==> src/pkg/mmt_consts.svh <==
// register offsets, field positions, reset values and timing for the mode timer unit
`ifndef MMT_CONSTS_SVH
`define MMT_CONSTS_SVH

// ----------------------------------------------------------------------
// register byte offsets
// ----------------------------------------------------------------------
`define MMT_OFF_RESET_CTRL 8'h00
`define MMT_OFF_CAPTURE_CTRL 8'h04
`define MMT_OFF_CAPTURE_VALUE 8'h08
`define MMT_OFF_COMMUTATION_COMPARE 8'h0c
`define MMT_OFF_SAMPLE_START_COMPARE 8'h10
`define MMT_OFF_OVERFLOW_COMPARE 8'h14

// ----------------------------------------------------------------------
// timer_reset_control fields
// ----------------------------------------------------------------------
`define MMT_RC_RUN_EN 0
`define MMT_RC_CLR_DETECT 1
`define MMT_RC_SOFT_CLEAR 2
`define MMT_RC_CLR_OVERLOAD 3
`define MMT_RC_CLR_THIRD 4
`define MMT_RC_CLK_SEL_LO 5
`define MMT_RC_CLK_SEL_HI 7

// ----------------------------------------------------------------------
// timer_capture_control fields
// ----------------------------------------------------------------------
`define MMT_CC_CAP_DETECT 1
`define MMT_CC_SOFT_CAPTURE 2
`define MMT_CC_CAP_OVERLOAD 3
`define MMT_CC_OVERFLOW 5
`define MMT_CC_DEBUG_OUT 7

// ----------------------------------------------------------------------
// reset values and limits
// ----------------------------------------------------------------------
`define MMT_RST_CTRL 8'h00
`define MMT_RST_WORD 16'h0000
`define MMT_COUNT_MAX 16'hffff

// ----------------------------------------------------------------------
// clock select codes, divide by 2^3 .. 2^7 of clk
// ----------------------------------------------------------------------
`define MMT_SEL_DIV8 3'h0
`define MMT_SEL_DIV16 3'h2
`define MMT_SEL_DIV32 3'h4
`define MMT_SEL_DIV64 3'h6
`define MMT_SEL_DIV128 3'h1
`define MMT_PRESCALE_W 7

`endif

==> src/pkg/mmt_pkg.sv <==
// types of the mode timer unit
package mmt_pkg;

  typedef struct packed {
    logic [2:0] count_clock_select;
    logic clear_on_third_timer_en;
    logic clear_on_overload_en;
    logic clear_on_detect_en;
    logic count_run_en;
  } mmt_reset_ctrl_t;

  typedef struct packed {
    logic debug_irq_out_en;
    logic count_overflow_flag;
    logic capture_on_overload_en;
    logic capture_on_detect_en;
  } mmt_capture_ctrl_t;

  typedef struct packed {
    logic [6:0] prescale;
    logic overload_prev;
    mmt_reset_ctrl_t rctl;
    mmt_capture_ctrl_t cctl;
    logic [15:0] count;
    logic [15:0] capture;
    logic [15:0] commutation_compare;
    logic [15:0] sample_start_compare;
    logic [15:0] overflow_compare;
    logic [2:0] armed;
    logic [2:0] irq;
    logic [2:0] debug;
    logic wr_pend;
    logic [7:0] wr_addr;
    logic [31:0] rdata;
  } mmt_state_t;

endpackage : mmt_pkg

==> src/mmt_timer.sv <==
// mode timer with capture, three compare timers and AHB-Lite register slave
//
// The implementer's own choices: the register addresses and the AHB-Lite slave port.
`timescale 1ns/1ps
`include "mmt_consts.svh"

module mmt_timer (
  input wire logic clk,
  input wire logic rst,
  input wire logic hsel,
  input wire logic [7:0] haddr,
  input wire logic [1:0] htrans,
  input wire logic hwrite,
  input wire logic [2:0] hsize,
  input wire logic [31:0] hwdata,
  input wire logic hready,
  output logic [31:0] hrdata,
  output logic hreadyout,
  output logic hresp,
  input wire logic detect_irq,
  input wire logic overload_trip,
  output logic [2:0] cmp_irq,
  output logic [2:0] debug_irq_out
);

  mmt_pkg::mmt_state_t st_r;
  mmt_pkg::mmt_state_t st_nxt;

  logic addr_ok;
  logic rd_take;
  logic wr_take;
  logic tick;
  logic overload_rise;
  logic clear_evt;
  logic capture_evt;
  logic soft_clear;
  logic soft_capture;
  logic running;
  logic run_drop;
  logic [2:0] fire;
  logic [2:0] rearm;
  logic [15:0] wd;

  // ----------------------------------------------------------------------
  // bus decode
  // ----------------------------------------------------------------------
  assign addr_ok = hsel && hready && htrans[1];
  assign rd_take = addr_ok && !hwrite;
  assign wr_take = addr_ok && hwrite;
  assign wd = hwdata[15:0];
  assign soft_clear = st_r.wr_pend && (st_r.wr_addr == `MMT_OFF_RESET_CTRL) &&
                      hwdata[`MMT_RC_SOFT_CLEAR];
  assign soft_capture = st_r.wr_pend && (st_r.wr_addr == `MMT_OFF_CAPTURE_CTRL) &&
                        hwdata[`MMT_CC_SOFT_CAPTURE];
  assign rearm[0] = st_r.wr_pend && (st_r.wr_addr == `MMT_OFF_COMMUTATION_COMPARE);
  assign rearm[1] = st_r.wr_pend && (st_r.wr_addr == `MMT_OFF_SAMPLE_START_COMPARE);
  assign rearm[2] = st_r.wr_pend && (st_r.wr_addr == `MMT_OFF_OVERFLOW_COMPARE);

  // ----------------------------------------------------------------------
  // prescaler tick select
  // ----------------------------------------------------------------------
  always_comb begin
    case (st_r.rctl.count_clock_select)
      `MMT_SEL_DIV8: tick = &st_r.prescale[2:0];
      `MMT_SEL_DIV16: tick = &st_r.prescale[3:0];
      `MMT_SEL_DIV32: tick = &st_r.prescale[4:0];
      `MMT_SEL_DIV64: tick = &st_r.prescale[5:0];
      `MMT_SEL_DIV128: tick = &st_r.prescale[6:0];
      default: tick = 1'b0;
    endcase
  end

  // ----------------------------------------------------------------------
  // trigger merge
  // ----------------------------------------------------------------------
  assign running = st_r.rctl.count_run_en;
  // compares loaded while stopped stay armed; a falling run bit or a clear event drops them
  assign run_drop = running && st_r.wr_pend && (st_r.wr_addr == `MMT_OFF_RESET_CTRL) &&
                    !hwdata[`MMT_RC_RUN_EN];
  assign overload_rise = overload_trip && !st_r.overload_prev;
  assign clear_evt = soft_clear ||
                     (detect_irq && st_r.rctl.clear_on_detect_en) ||
                     (overload_rise && st_r.rctl.clear_on_overload_en) ||
                     (st_r.irq[2] && st_r.rctl.clear_on_third_timer_en);
  assign capture_evt = soft_capture ||
                       (detect_irq && st_r.cctl.capture_on_detect_en) ||
                       (overload_rise && st_r.cctl.capture_on_overload_en);

  // compares only while running and armed
  assign fire[0] = running && st_r.armed[0] && (st_r.count >= st_r.commutation_compare);
  assign fire[1] = running && st_r.armed[1] && (st_r.count == st_r.sample_start_compare);
  assign fire[2] = running && st_r.armed[2] && (st_r.count == st_r.overflow_compare);

  // ----------------------------------------------------------------------
  // next state
  // ----------------------------------------------------------------------
  always_comb begin
    st_nxt = st_r;
    st_nxt.prescale = st_r.prescale + 7'h01;
    st_nxt.overload_prev = overload_trip;
    st_nxt.irq = fire;
    st_nxt.debug = st_r.cctl.debug_irq_out_en ? fire : 3'h0;
    // a fired or cleared compare stays disarmed until rewritten
    st_nxt.armed = st_r.armed & ~fire;
    if (clear_evt || run_drop) begin
      st_nxt.armed = 3'h0;
    end
    st_nxt.armed = st_nxt.armed | rearm;
    if (clear_evt) begin
      st_nxt.count = `MMT_RST_WORD;
      st_nxt.cctl.count_overflow_flag = 1'b0;
    end else if (running && tick && st_r.count != `MMT_COUNT_MAX) begin
      st_nxt.count = st_r.count + 16'h0001;
      if (st_r.count == `MMT_COUNT_MAX - 16'h0001) begin
        st_nxt.cctl.count_overflow_flag = 1'b1;
      end
    end
    if (capture_evt) begin
      st_nxt.capture = st_r.count;
    end
    // write data phase
    st_nxt.wr_pend = wr_take;
    st_nxt.wr_addr = haddr;
    if (st_r.wr_pend) begin
      if (st_r.wr_addr == `MMT_OFF_RESET_CTRL) begin
        st_nxt.rctl.count_clock_select = hwdata[`MMT_RC_CLK_SEL_HI:`MMT_RC_CLK_SEL_LO];
        st_nxt.rctl.clear_on_third_timer_en = hwdata[`MMT_RC_CLR_THIRD];
        st_nxt.rctl.clear_on_overload_en = hwdata[`MMT_RC_CLR_OVERLOAD];
        st_nxt.rctl.clear_on_detect_en = hwdata[`MMT_RC_CLR_DETECT];
        st_nxt.rctl.count_run_en = hwdata[`MMT_RC_RUN_EN];
      end else if (st_r.wr_addr == `MMT_OFF_CAPTURE_CTRL) begin
        st_nxt.cctl.debug_irq_out_en = hwdata[`MMT_CC_DEBUG_OUT];
        st_nxt.cctl.capture_on_overload_en = hwdata[`MMT_CC_CAP_OVERLOAD];
        st_nxt.cctl.capture_on_detect_en = hwdata[`MMT_CC_CAP_DETECT];
      end else if (st_r.wr_addr == `MMT_OFF_COMMUTATION_COMPARE) begin
        st_nxt.commutation_compare = wd;
      end else if (st_r.wr_addr == `MMT_OFF_SAMPLE_START_COMPARE) begin
        st_nxt.sample_start_compare = wd;
      end else if (st_r.wr_addr == `MMT_OFF_OVERFLOW_COMPARE) begin
        st_nxt.overflow_compare = wd;
      end
    end
    // read data registered for the following data phase
    st_nxt.rdata = 32'h0000_0000;
    if (rd_take) begin
      if (haddr == `MMT_OFF_RESET_CTRL) begin
        st_nxt.rdata = {24'h00_0000, st_r.rctl.count_clock_select,
                        st_r.rctl.clear_on_third_timer_en, st_r.rctl.clear_on_overload_en,
                        1'b0, st_r.rctl.clear_on_detect_en, st_r.rctl.count_run_en};
      end else if (haddr == `MMT_OFF_CAPTURE_CTRL) begin
        st_nxt.rdata = {24'h00_0000, st_r.cctl.debug_irq_out_en, 1'b0,
                        st_r.cctl.count_overflow_flag, 1'b0,
                        st_r.cctl.capture_on_overload_en, 1'b0,
                        st_r.cctl.capture_on_detect_en, 1'b0};
      end else if (haddr == `MMT_OFF_CAPTURE_VALUE) begin
        st_nxt.rdata = {16'h0000, st_r.capture};
      end else if (haddr == `MMT_OFF_COMMUTATION_COMPARE) begin
        st_nxt.rdata = {16'h0000, st_r.commutation_compare};
      end else if (haddr == `MMT_OFF_SAMPLE_START_COMPARE) begin
        st_nxt.rdata = {16'h0000, st_r.sample_start_compare};
      end else if (haddr == `MMT_OFF_OVERFLOW_COMPARE) begin
        st_nxt.rdata = {16'h0000, st_r.overflow_compare};
      end
    end
  end

  // ----------------------------------------------------------------------
  // state register
  // ----------------------------------------------------------------------
  always_ff @(posedge clk or posedge rst) begin
    if (rst) begin
      st_r <= '0;
    end else begin
      st_r <= st_nxt;
    end
  end

  assign hrdata = st_r.rdata;
  assign hreadyout = 1'b1;
  assign hresp = 1'b0;
  assign cmp_irq = st_r.irq;
  assign debug_irq_out = st_r.debug;

endmodule : mmt_timer

==> config.mk <==
export PLATFORM = sky130hd
export DESIGN_NAME = mmt_timer
export DESIGN_NICKNAME = d
export VERILOG_FILES = /design/src/pkg/mmt_pkg.sv /design/src/mmt_timer.sv
export VERILOG_INCLUDE_DIRS = /design/src /design/src/pkg
export SDC_FILE = /design/constraint.sdc
export NUM_CORES = 1
export LEC_CHECK = 0
export BUFFER_PORTS_ARGS = -buffer_cell sky130_fd_sc_hd__buf_2
export CAP_MARGIN = 20
export CORE_ASPECT_RATIO = 1.25
export CORE_MARGIN = 2
export CORE_UTILIZATION = 63
export DETAILED_ROUTE_END_ITERATION = 10
export GPL_ROUTABILITY_DRIVEN = 0
export GPL_TIMING_DRIVEN = 0
export PLACE_DENSITY = 0.87
export SLEW_MARGIN = 15
export SYNTH_ARGS = -nofsm -noshare
export SYNTH_HDL_FRONTEND = slang
export SYNTH_SLANG_ARGS = --single-unit
==> constraint.sdc <==
create_clock -name clk -period 8.8 [get_ports clk]
set_input_delay 1.76 -clock clk [delete_from_list [all_inputs] [get_ports clk]]
set_output_delay 1.76 -clock clk [all_outputs]
set_load 0.01 [all_outputs]
# Word-level counts from Yosys, hierarchy flattened
# Cells that the tools add are included.
[word_totals] reg_bits=149 inputBits=52 output_inout_bits=40 word_cells=117
[op_classes] addsub=2 n_lt_le_gt_ge=1 n_eq_ne=17 mux=15 bitwise=7 reduce_logical=53
[op_table] op="16-bit 2-to-1 mux" count=9
[op_table] op="16-bit equality test" count=2
[op_table] op="8-bit by 5-bit equality test with 1-bit output, second input constant" count=4
[op_table] op="1-bit logical AND" count=28
[op_table] op="8-bit by 4-bit equality test with 1-bit output, second input constant" count=3
[op_table] op="16-bit by 1-bit adder with 16-bit output, second input constant" count=1
[op_table] op="16-bit equality test, second input constant" count=1
[op_table] op="8-bit by 3-bit equality test with 1-bit output, second input constant" count=2
[op_table] op="16-bit greater-or-equal comparator" count=1
[op_table] op="8-bit zero test" count=2
[op_table] op="16-bit inequality test, second input constant" count=1
[op_table] op="6-bit AND reduction" count=2
[op_table] op="5-bit AND reduction" count=2
[op_table] op="4-bit AND reduction" count=2
[op_table] op="7-bit by 1-bit adder with 7-bit output, second input constant" count=1
[op_table] op="7-bit AND reduction" count=1
[op_table] op="3-bit equality test, second input constant" count=2
[op_table] op="1-bit logical OR" count=6
[op_table] op="3-bit 2-to-1 mux" count=2
[op_table] op="3-bit AND reduction" count=2
[op_table] op="1-bit case mux with 5 select lines" count=1
[op_table] op="1-bit inverter" count=4
[op_table] op="2-bit AND reduction" count=2
[op_table] op="2-bit nonzero test" count=2
[op_table] op="other kinds (8)" count=12

# Depth between registers and ports, before layout
# Gate-level depths: netlist (run 1).
[logic_depth] ltp_word=9 depth_mapped=10 mapped_depth_nobuf=9

# Worst setup path after synthesis (run 1)
# No wires, ideal clock.
[synth_path] kind="input to register" from="input port haddr[7]" to="register st_r, in the netlist hrdata[14]" setup_time_ns=0.125 t_arrival_ns=3.017 t_required_ns=8.675 path_slack_ns=5.658 path_stages=5 n_path_buf=1 cell_sequence="nor4_4 > and4b_1 > buf_2 > a221oi_1 > a2111oi_0"
[synth_lines] element="start, declared" line_no="mmt_timer.sv:11" text="input wire logic [7:0] haddr,"
[synth_lines] element="end signal, assigned" line_no="mmt_timer.sv:174" text="st_r <= st_nxt;"
[synth_lines] element="end, declared" line_no="mmt_timer.sv:26" text="mmt_pkg::mmt_state_t st_r;"

==> flow_summary_export.csv, run 1 <==
group,metric,value,unit
run_status,status,"finished clean",
sta,rsz0062_at_grt,"false",
routing,wl_per_cell,21.1,um
die,die_h,122,um
synth,ys_seq_area_frac,0.477,
critical_path,path_cells,"buf_2, nor4_4, nand2_1, nor3_2, nor3b_1, a32o_1",
die,die_area,0.0119,mm2
critical_path,critPathRequiredTime,9.13,ns
placed_design,post-place-ws,5.06,ns
sta,slew_violations,0,
finish,regArea,0.00333,mm2
finish,syn2layout_area_growth,14.9,%
sta,worst_pin_slew,0.830,ns
die,ios,92,
synth,ys_types,59,
power,p_leak,3.81,nW
critical_path,end_kind,"flip-flop",
critical_path,worstPathArrival,3.74,ns
finish,fin_area,0.00802,mm2
finish,n_antenna_cell,0,
power,comb_power_share,0.073,
sta,period_share,0.387,
sta,hold_slack,0.456,ns
critical_path,path_max_fanout,9,
synth,synth_edf_count,0,
hold_path,holdCritPathClass,"flip-flop to flip-flop",
clock_network,tritoncts,"built",
clock_network,clock-sinks,133,
synth,synth_area,0.00698,mm2
finish,multi_input_area,0.00313,mm2
routing,firstDrtPassIters,5,
clock_network,root_buffer,"clkbuf_16",
clock_network,numCtsBuffers,17,
power,switching_share,0.232,
sta,max_freq,294,MHz
sta,hold_viol,0,
sta,setup-tns-final,0,ns
clock_network,clk_latency,0.42,ns
sta,final.setup_skew,0.00848,ns
placed_design,dp.cells,820,
synth,synthCells,618,
global_routing,grt_pass1_vias,5538,
critical_path,timing.reg2reg.setup_slack,6.10,ns
synth,synth.most_common_cell,"dfrtp_1",
synth,yosys.area.top_type,"dfrtp_1",
placed_design,place_hpwl,12700,um
power,p_sw,0.320,mW
placed_design,dpl_cell_area,0.00750,mm2
critical_path,crit_type,"input pin to flip-flop",
critical_path,critPathSlowestCell,"nor3b_1",
die,core_area,0.0107,mm2
die,row_count,42,
finish,fin_cells,850,
power,power_per_cell_area,172,mW/mm2
run,cap_violations,0,
power,p_int,1.06,mW
synth,synthFlopType,"dfrtp_1",
finish,drive_above_1_share,0.299,
clock_network,clkTransAtPathRegs,0.05,ns
sta,setup_slack,5.39,ns
synth,synth_top_cell_area_share,0.477,
synth,yosys-top-cells-count,"dfrtp_1, mux2_2, buf_4",
clock_network,ctsHoldBuffers,0,
routing,totalWireLength,17900,um
power,pwr-share-seq,0.469,
synth,synth_area_per_cell,11.3,um2
placed_design,numPortBuffers,53,
global_routing,grt.total_usage,0.316,
synth,synth.area.top_cells,"dfrtp_1, mux2_2, buf_4",
routing,drt-vias-per-instance,6.35,
routing,drt_iter0_markers,561,
routing,antenna_left,0,
global_routing,antenna_found_initial,0,
die,die_w,98.1,um
routing,via_count,5399,
die,start_util,0.654,
critical_path,worstSetupStartpointType,"input pin",
synth,ys.warnings.count,0,
sta,fin_crit,3.41,ns
clock_network,cts_htree_levels,4,
sta,setup_violations,0,
finish,fin_util,0.752,
power,clkPwrFrac,0.459,
clock_network,ctsLongestPathBuffers,2,
power,ir_drop,128,uV
finish,final_nets,780,
global_routing,grt_max_degree,75,
sta,slew_headroom,0.447,
synth,synth_seq_cells,133,
clock_network,postCtsSetupRepairBufs,0,
finish,num-fill-cells,668,
critical_path,crit_path_max_incr_delay,0.51,ns
routing,drc,0,
clock_network,cts_resized,0,
global_routing,grt_overflow_total,0,
global_routing,grt_pass1_wl,28700,um
power,report.power.total,1.38,mW
synth,async_flop_share,1.00,
## flip-flops by register name, summed over array words and instances, names as in the netlist
register,cells
st_r,110
running,1
hrdata,16
debug_irq_out,3
cmp_irq,3
## kinds of logic after synthesis
family / count (synthesis) / synth area share
simple gates: 137 / 0.118
mux: 93 / 0.147
other cells: 2 / 0.00108
xor+xnor: 35 / 0.0439
compound gates: 96 / 0.0914
buf+inv: 101 / 0.0837
flops: 133 / 0.477
fa+ha+maj: 21 / 0.0377
## cell usage in the layout (no fill, tap or decap), types with 13 or more instances in the layout
cell         n
dfrtp_1    133
mux2_2      73
buf_2       58
buf_4       41
nand2_1     28
a21oi_1     28
clkbuf_1    27
inv_1       26
xor2_1      25
ha_1        21
mux2i_1     18
conb_1      18
clkbuf_16   17
nand3_1     16
o22ai_1     16
nand4_1     14
o21ai_0     13
## worst paths after layout
path / startpoint / end / cells past startpoint
min: st_r[142]$_DFF_PP0_ / st_r[142]$_DFF_PP0_ / 1
max reg2reg: st_r[142]$_DFF_PP0_ / st_r[120]$_DFFE_PP0P_ / 10
max: haddr[7] / hrdata[0]$_DFF_PP0_ / 6
max in group asynchronous: rst / st_r[102]$_DFFE_PP0P_ / 3
min reg2reg: st_r[142]$_DFF_PP0_ / st_r[142]$_DFF_PP0_ / 1
min in group asynchronous: rst / st_r[76]$_DFFE_PP0P_ / 2
## final cells by class
| class | instances | area share |
|---|---|---|
| Buffer | 73 | 0.0598 |
| Tap cell | 132 | 0.0206 |
| Multi-Input combinational cell | 400 | 0.390 |
| Clock inverter | 5 | 0.00655 |
| Sequential cell | 133 | 0.415 |
| Clock buffer | 25 | 0.0580 |
| Inverter | 28 | 0.0137 |
| Timing Repair Buffer | 54 | 0.0365 |
## layer usage
metal  GRT usage  wire [um]  vias up
met3      0.0591       1430       74
met4       0.216       1050        0
met1       0.374       6560     2621
met5           0          0        -
met2       0.524       8900      348
li1            -          -     2356
## power groups by stage
| stage | sequential (mW) | combinational [mW] | clock [mW] |
|---|---|---|---|
| finish | 0.648 | 0.100 | 0.634 |
| global route | 0.649 | 0.110 | 0.661 |
| CTS | 0.647 | 0.0991 | 0.636 |
| detailed placement | 0.657 | 0.0982 | 0 |
| global placement | 0.656 | 0.0923 | 0 |
| floorplan | 0.651 | 0.0671 | 0 |
## worst max-delay path: cells and delay by family
kind            cells  cell delay, ns
compound gates      1            0.26
simple gates        4            1.60
buf+inv             1            0.12
No activity file was read; power rests on OpenSTA's default activity.
==> run 2, diff against run 1 <==
Settings changed: CORE_UTILIZATION 63 to 58, PLACE_DENSITY 0.87 to 0.81.
Clock period 8.8 ns to 3.2 ns, I/O delays scaled along.
==> flow_summary_export.csv, run 2 (synthesized netlist as in run 1, its figures left out) <==
group,metric,value,unit
run_status,status,"finished clean",
power,p_leak,3.91,nW
placed_design,numPortBuffers,53,
hold_path,holdCritPathClass,"input pin to asynchronous set/reset pin",
clock_network,cts_htree_levels,4,
die,start_util,0.598,
routing,antenna_left,0,
routing,wl_per_cell,20.5,um
die,die_h,127,um
routing,drt_iter0_markers,504,
run,cap_violations,0,
routing,via_count,5372,
global_routing,grt_max_degree,38,
clock_network,clkTransAtPathRegs,0.06,ns
finish,largest-register,"st_r",
routing,drt-met1-wl,6840,um
finish,mostFrequentLayoutCells,"dfrtp_1, mux2_2, buf_2, buf_4",
sta,setup-tns-final,0,ns
finish,final_nets,783,
critical_path,r2r-end,"st_r[120]$_DFFE_PP0P_",
critical_path,path_max_fanout,10,
finish,multi_input_area,0.00313,mm2
clock_network,postCtsSetupRepairBufs,0,
clock_network,tritoncts,"built",
global_routing,antenna_found_initial,0,
routing,totalWireLength,18100,um
routing,drt-vias-per-instance,6.08,
finish,syn2layout_area_growth,18.6,%
clock_network,root_buffer,"clkbuf_16",
global_routing,grt.total_usage,0.295,
routing,drc,0,
finish,n_antenna_cell,0,
sta,fin_crit,2.67,ns
critical_path,timing.reg2reg.setup_slack,0.53,ns
sta,max_freq,375,MHz
die,core_area,0.0117,mm2
sta,period_share,0.834,
clock_network,numCtsBuffers,17,
sta,slew_violations,0,
clock_network,ctsLongestPathBuffers,2,
clock_network,clk_latency,0.42,ns
critical_path,worstPathArrival,3.00,ns
clock_network,ctsHoldBuffers,0,
die,die_w,102,um
routing,top_layer_used,"met4",
critical_path,crit_type,"flip-flop to flip-flop",
placed_design,dp.cells,852,
critical_path,rr_startpoint,"st_r[142]$_DFF_PP0_",
die,die_area,0.0129,mm2
global_routing,grt_pass1_vias,5382,
sta,final.setup_skew,0.00575,ns
sta,setup_violations,0,
clock_network,clock-sinks,133,
sta,rsz0062_at_grt,"false",
finish,layout_commonest_cell,"dfrtp_1",
routing,wl_met3,1470,um
finish,num-fill-cells,811,
placed_design,place_hpwl,12800,um
power,power_per_cell_area,519,mW/mm2
sta,slew_headroom,0.428,
critical_path,critPathRequiredTime,3.53,ns
critical_path,ff2ff_path_depth,10,
finish,largest_register_ff_count,110,
finish,fin_cells,884,
routing,wl_met2,8900,um
die,ios,92,
finish,fin_util,0.709,
power,report.power.total,4.30,mW
finish,regArea,0.00333,mm2
global_routing,grt_overflow_total,0,
critical_path,worstSetupStartpointType,"flip-flop",
global_routing,grt_pass1_wl,28600,um
power,ir_drop,375,uV
critical_path,end_kind,"flip-flop",
sta,worst_pin_slew,0.859,ns
clock_network,cts_resized,0,
finish,drive_above_1_share,0.314,
sta,hold_viol,0,
routing,firstDrtPassIters,9,
die,row_count,44,
critical_path,critPathLaunch,"st_r[142]$_DFF_PP0_",
run 2: worst max-delay path by stage:
| stage | endpoint | slack [ns] | depth (start not counted) |
|---|---|---|---|
| global route | st_r[120]$_DFFE_PP0P_ | 0.35 | 10 |
| detailed placement | hrdata[14]$_DFF_PP0_ | 0.45 | 6 |
| CTS | st_r[120]$_DFFE_PP0P_ | 0.57 | 10 |
| finish | st_r[120]$_DFFE_PP0P_ | 0.53 | 10 |
| global placement | st_r[145]$_DFF_PP0_ | 0.19 | 2 |
| floorplan | cmp_irq[0]$_DFF_PP0_ | 0.91 | 1 |
run 2: cell type report:
class | count | share of cell area
flip-flops and latches | 133 | 0.402
multi-input cells | 400 | 0.378
plain buffers | 73 | 0.0579
clock buffers | 17 | 0.0514
repair buffers | 57 | 0.0426
clock inverters | 15 | 0.0304
well taps | 161 | 0.0243
inverters | 28 | 0.0132
run 2: critical path: stages, from the launching register on:
cell and delay (ns):
dfrtp_1 0.37, ha_1 0.18, nand3_1 0.18, inv_1 0.12, ha_1 0.15, o21bai_1 0.09
a221oi_2 0.44, nand4_1 0.22, buf_2 0.23, or4_1 0.41, a21oi_1 0.20
run 2: metrics by stage:
stage / cell area (um2) / worst slack (ns) / hold slack (ns)
2_1_floorplan: 7040 / 0.909 / 0.415
3_3_place_gp: 7510 / 0.186 / 0.430
3_5_place_dp: 7600 / 0.453 / 0.457
4_1_cts: 8270 / 0.568 / 0.279
5_1_grt: 8270 / 0.351 / 0.304
6_report: 8270 / 0.532 / 0.273
run 2: power breakdown:
part           switching [mW]  internal [mW]  total (mW)
registers              0.0500           1.73        1.78
clock network           0.763           1.47        2.23
logic                   0.164          0.122       0.287
run 2: per-layer routing:
metal / track usage / up-vias
li1: - / 2378
met1: 0.355 / 2610
met2: 0.485 / 308
met3: 0.0744 / 76
met4: 0.151 / 0
met5: 0 / -
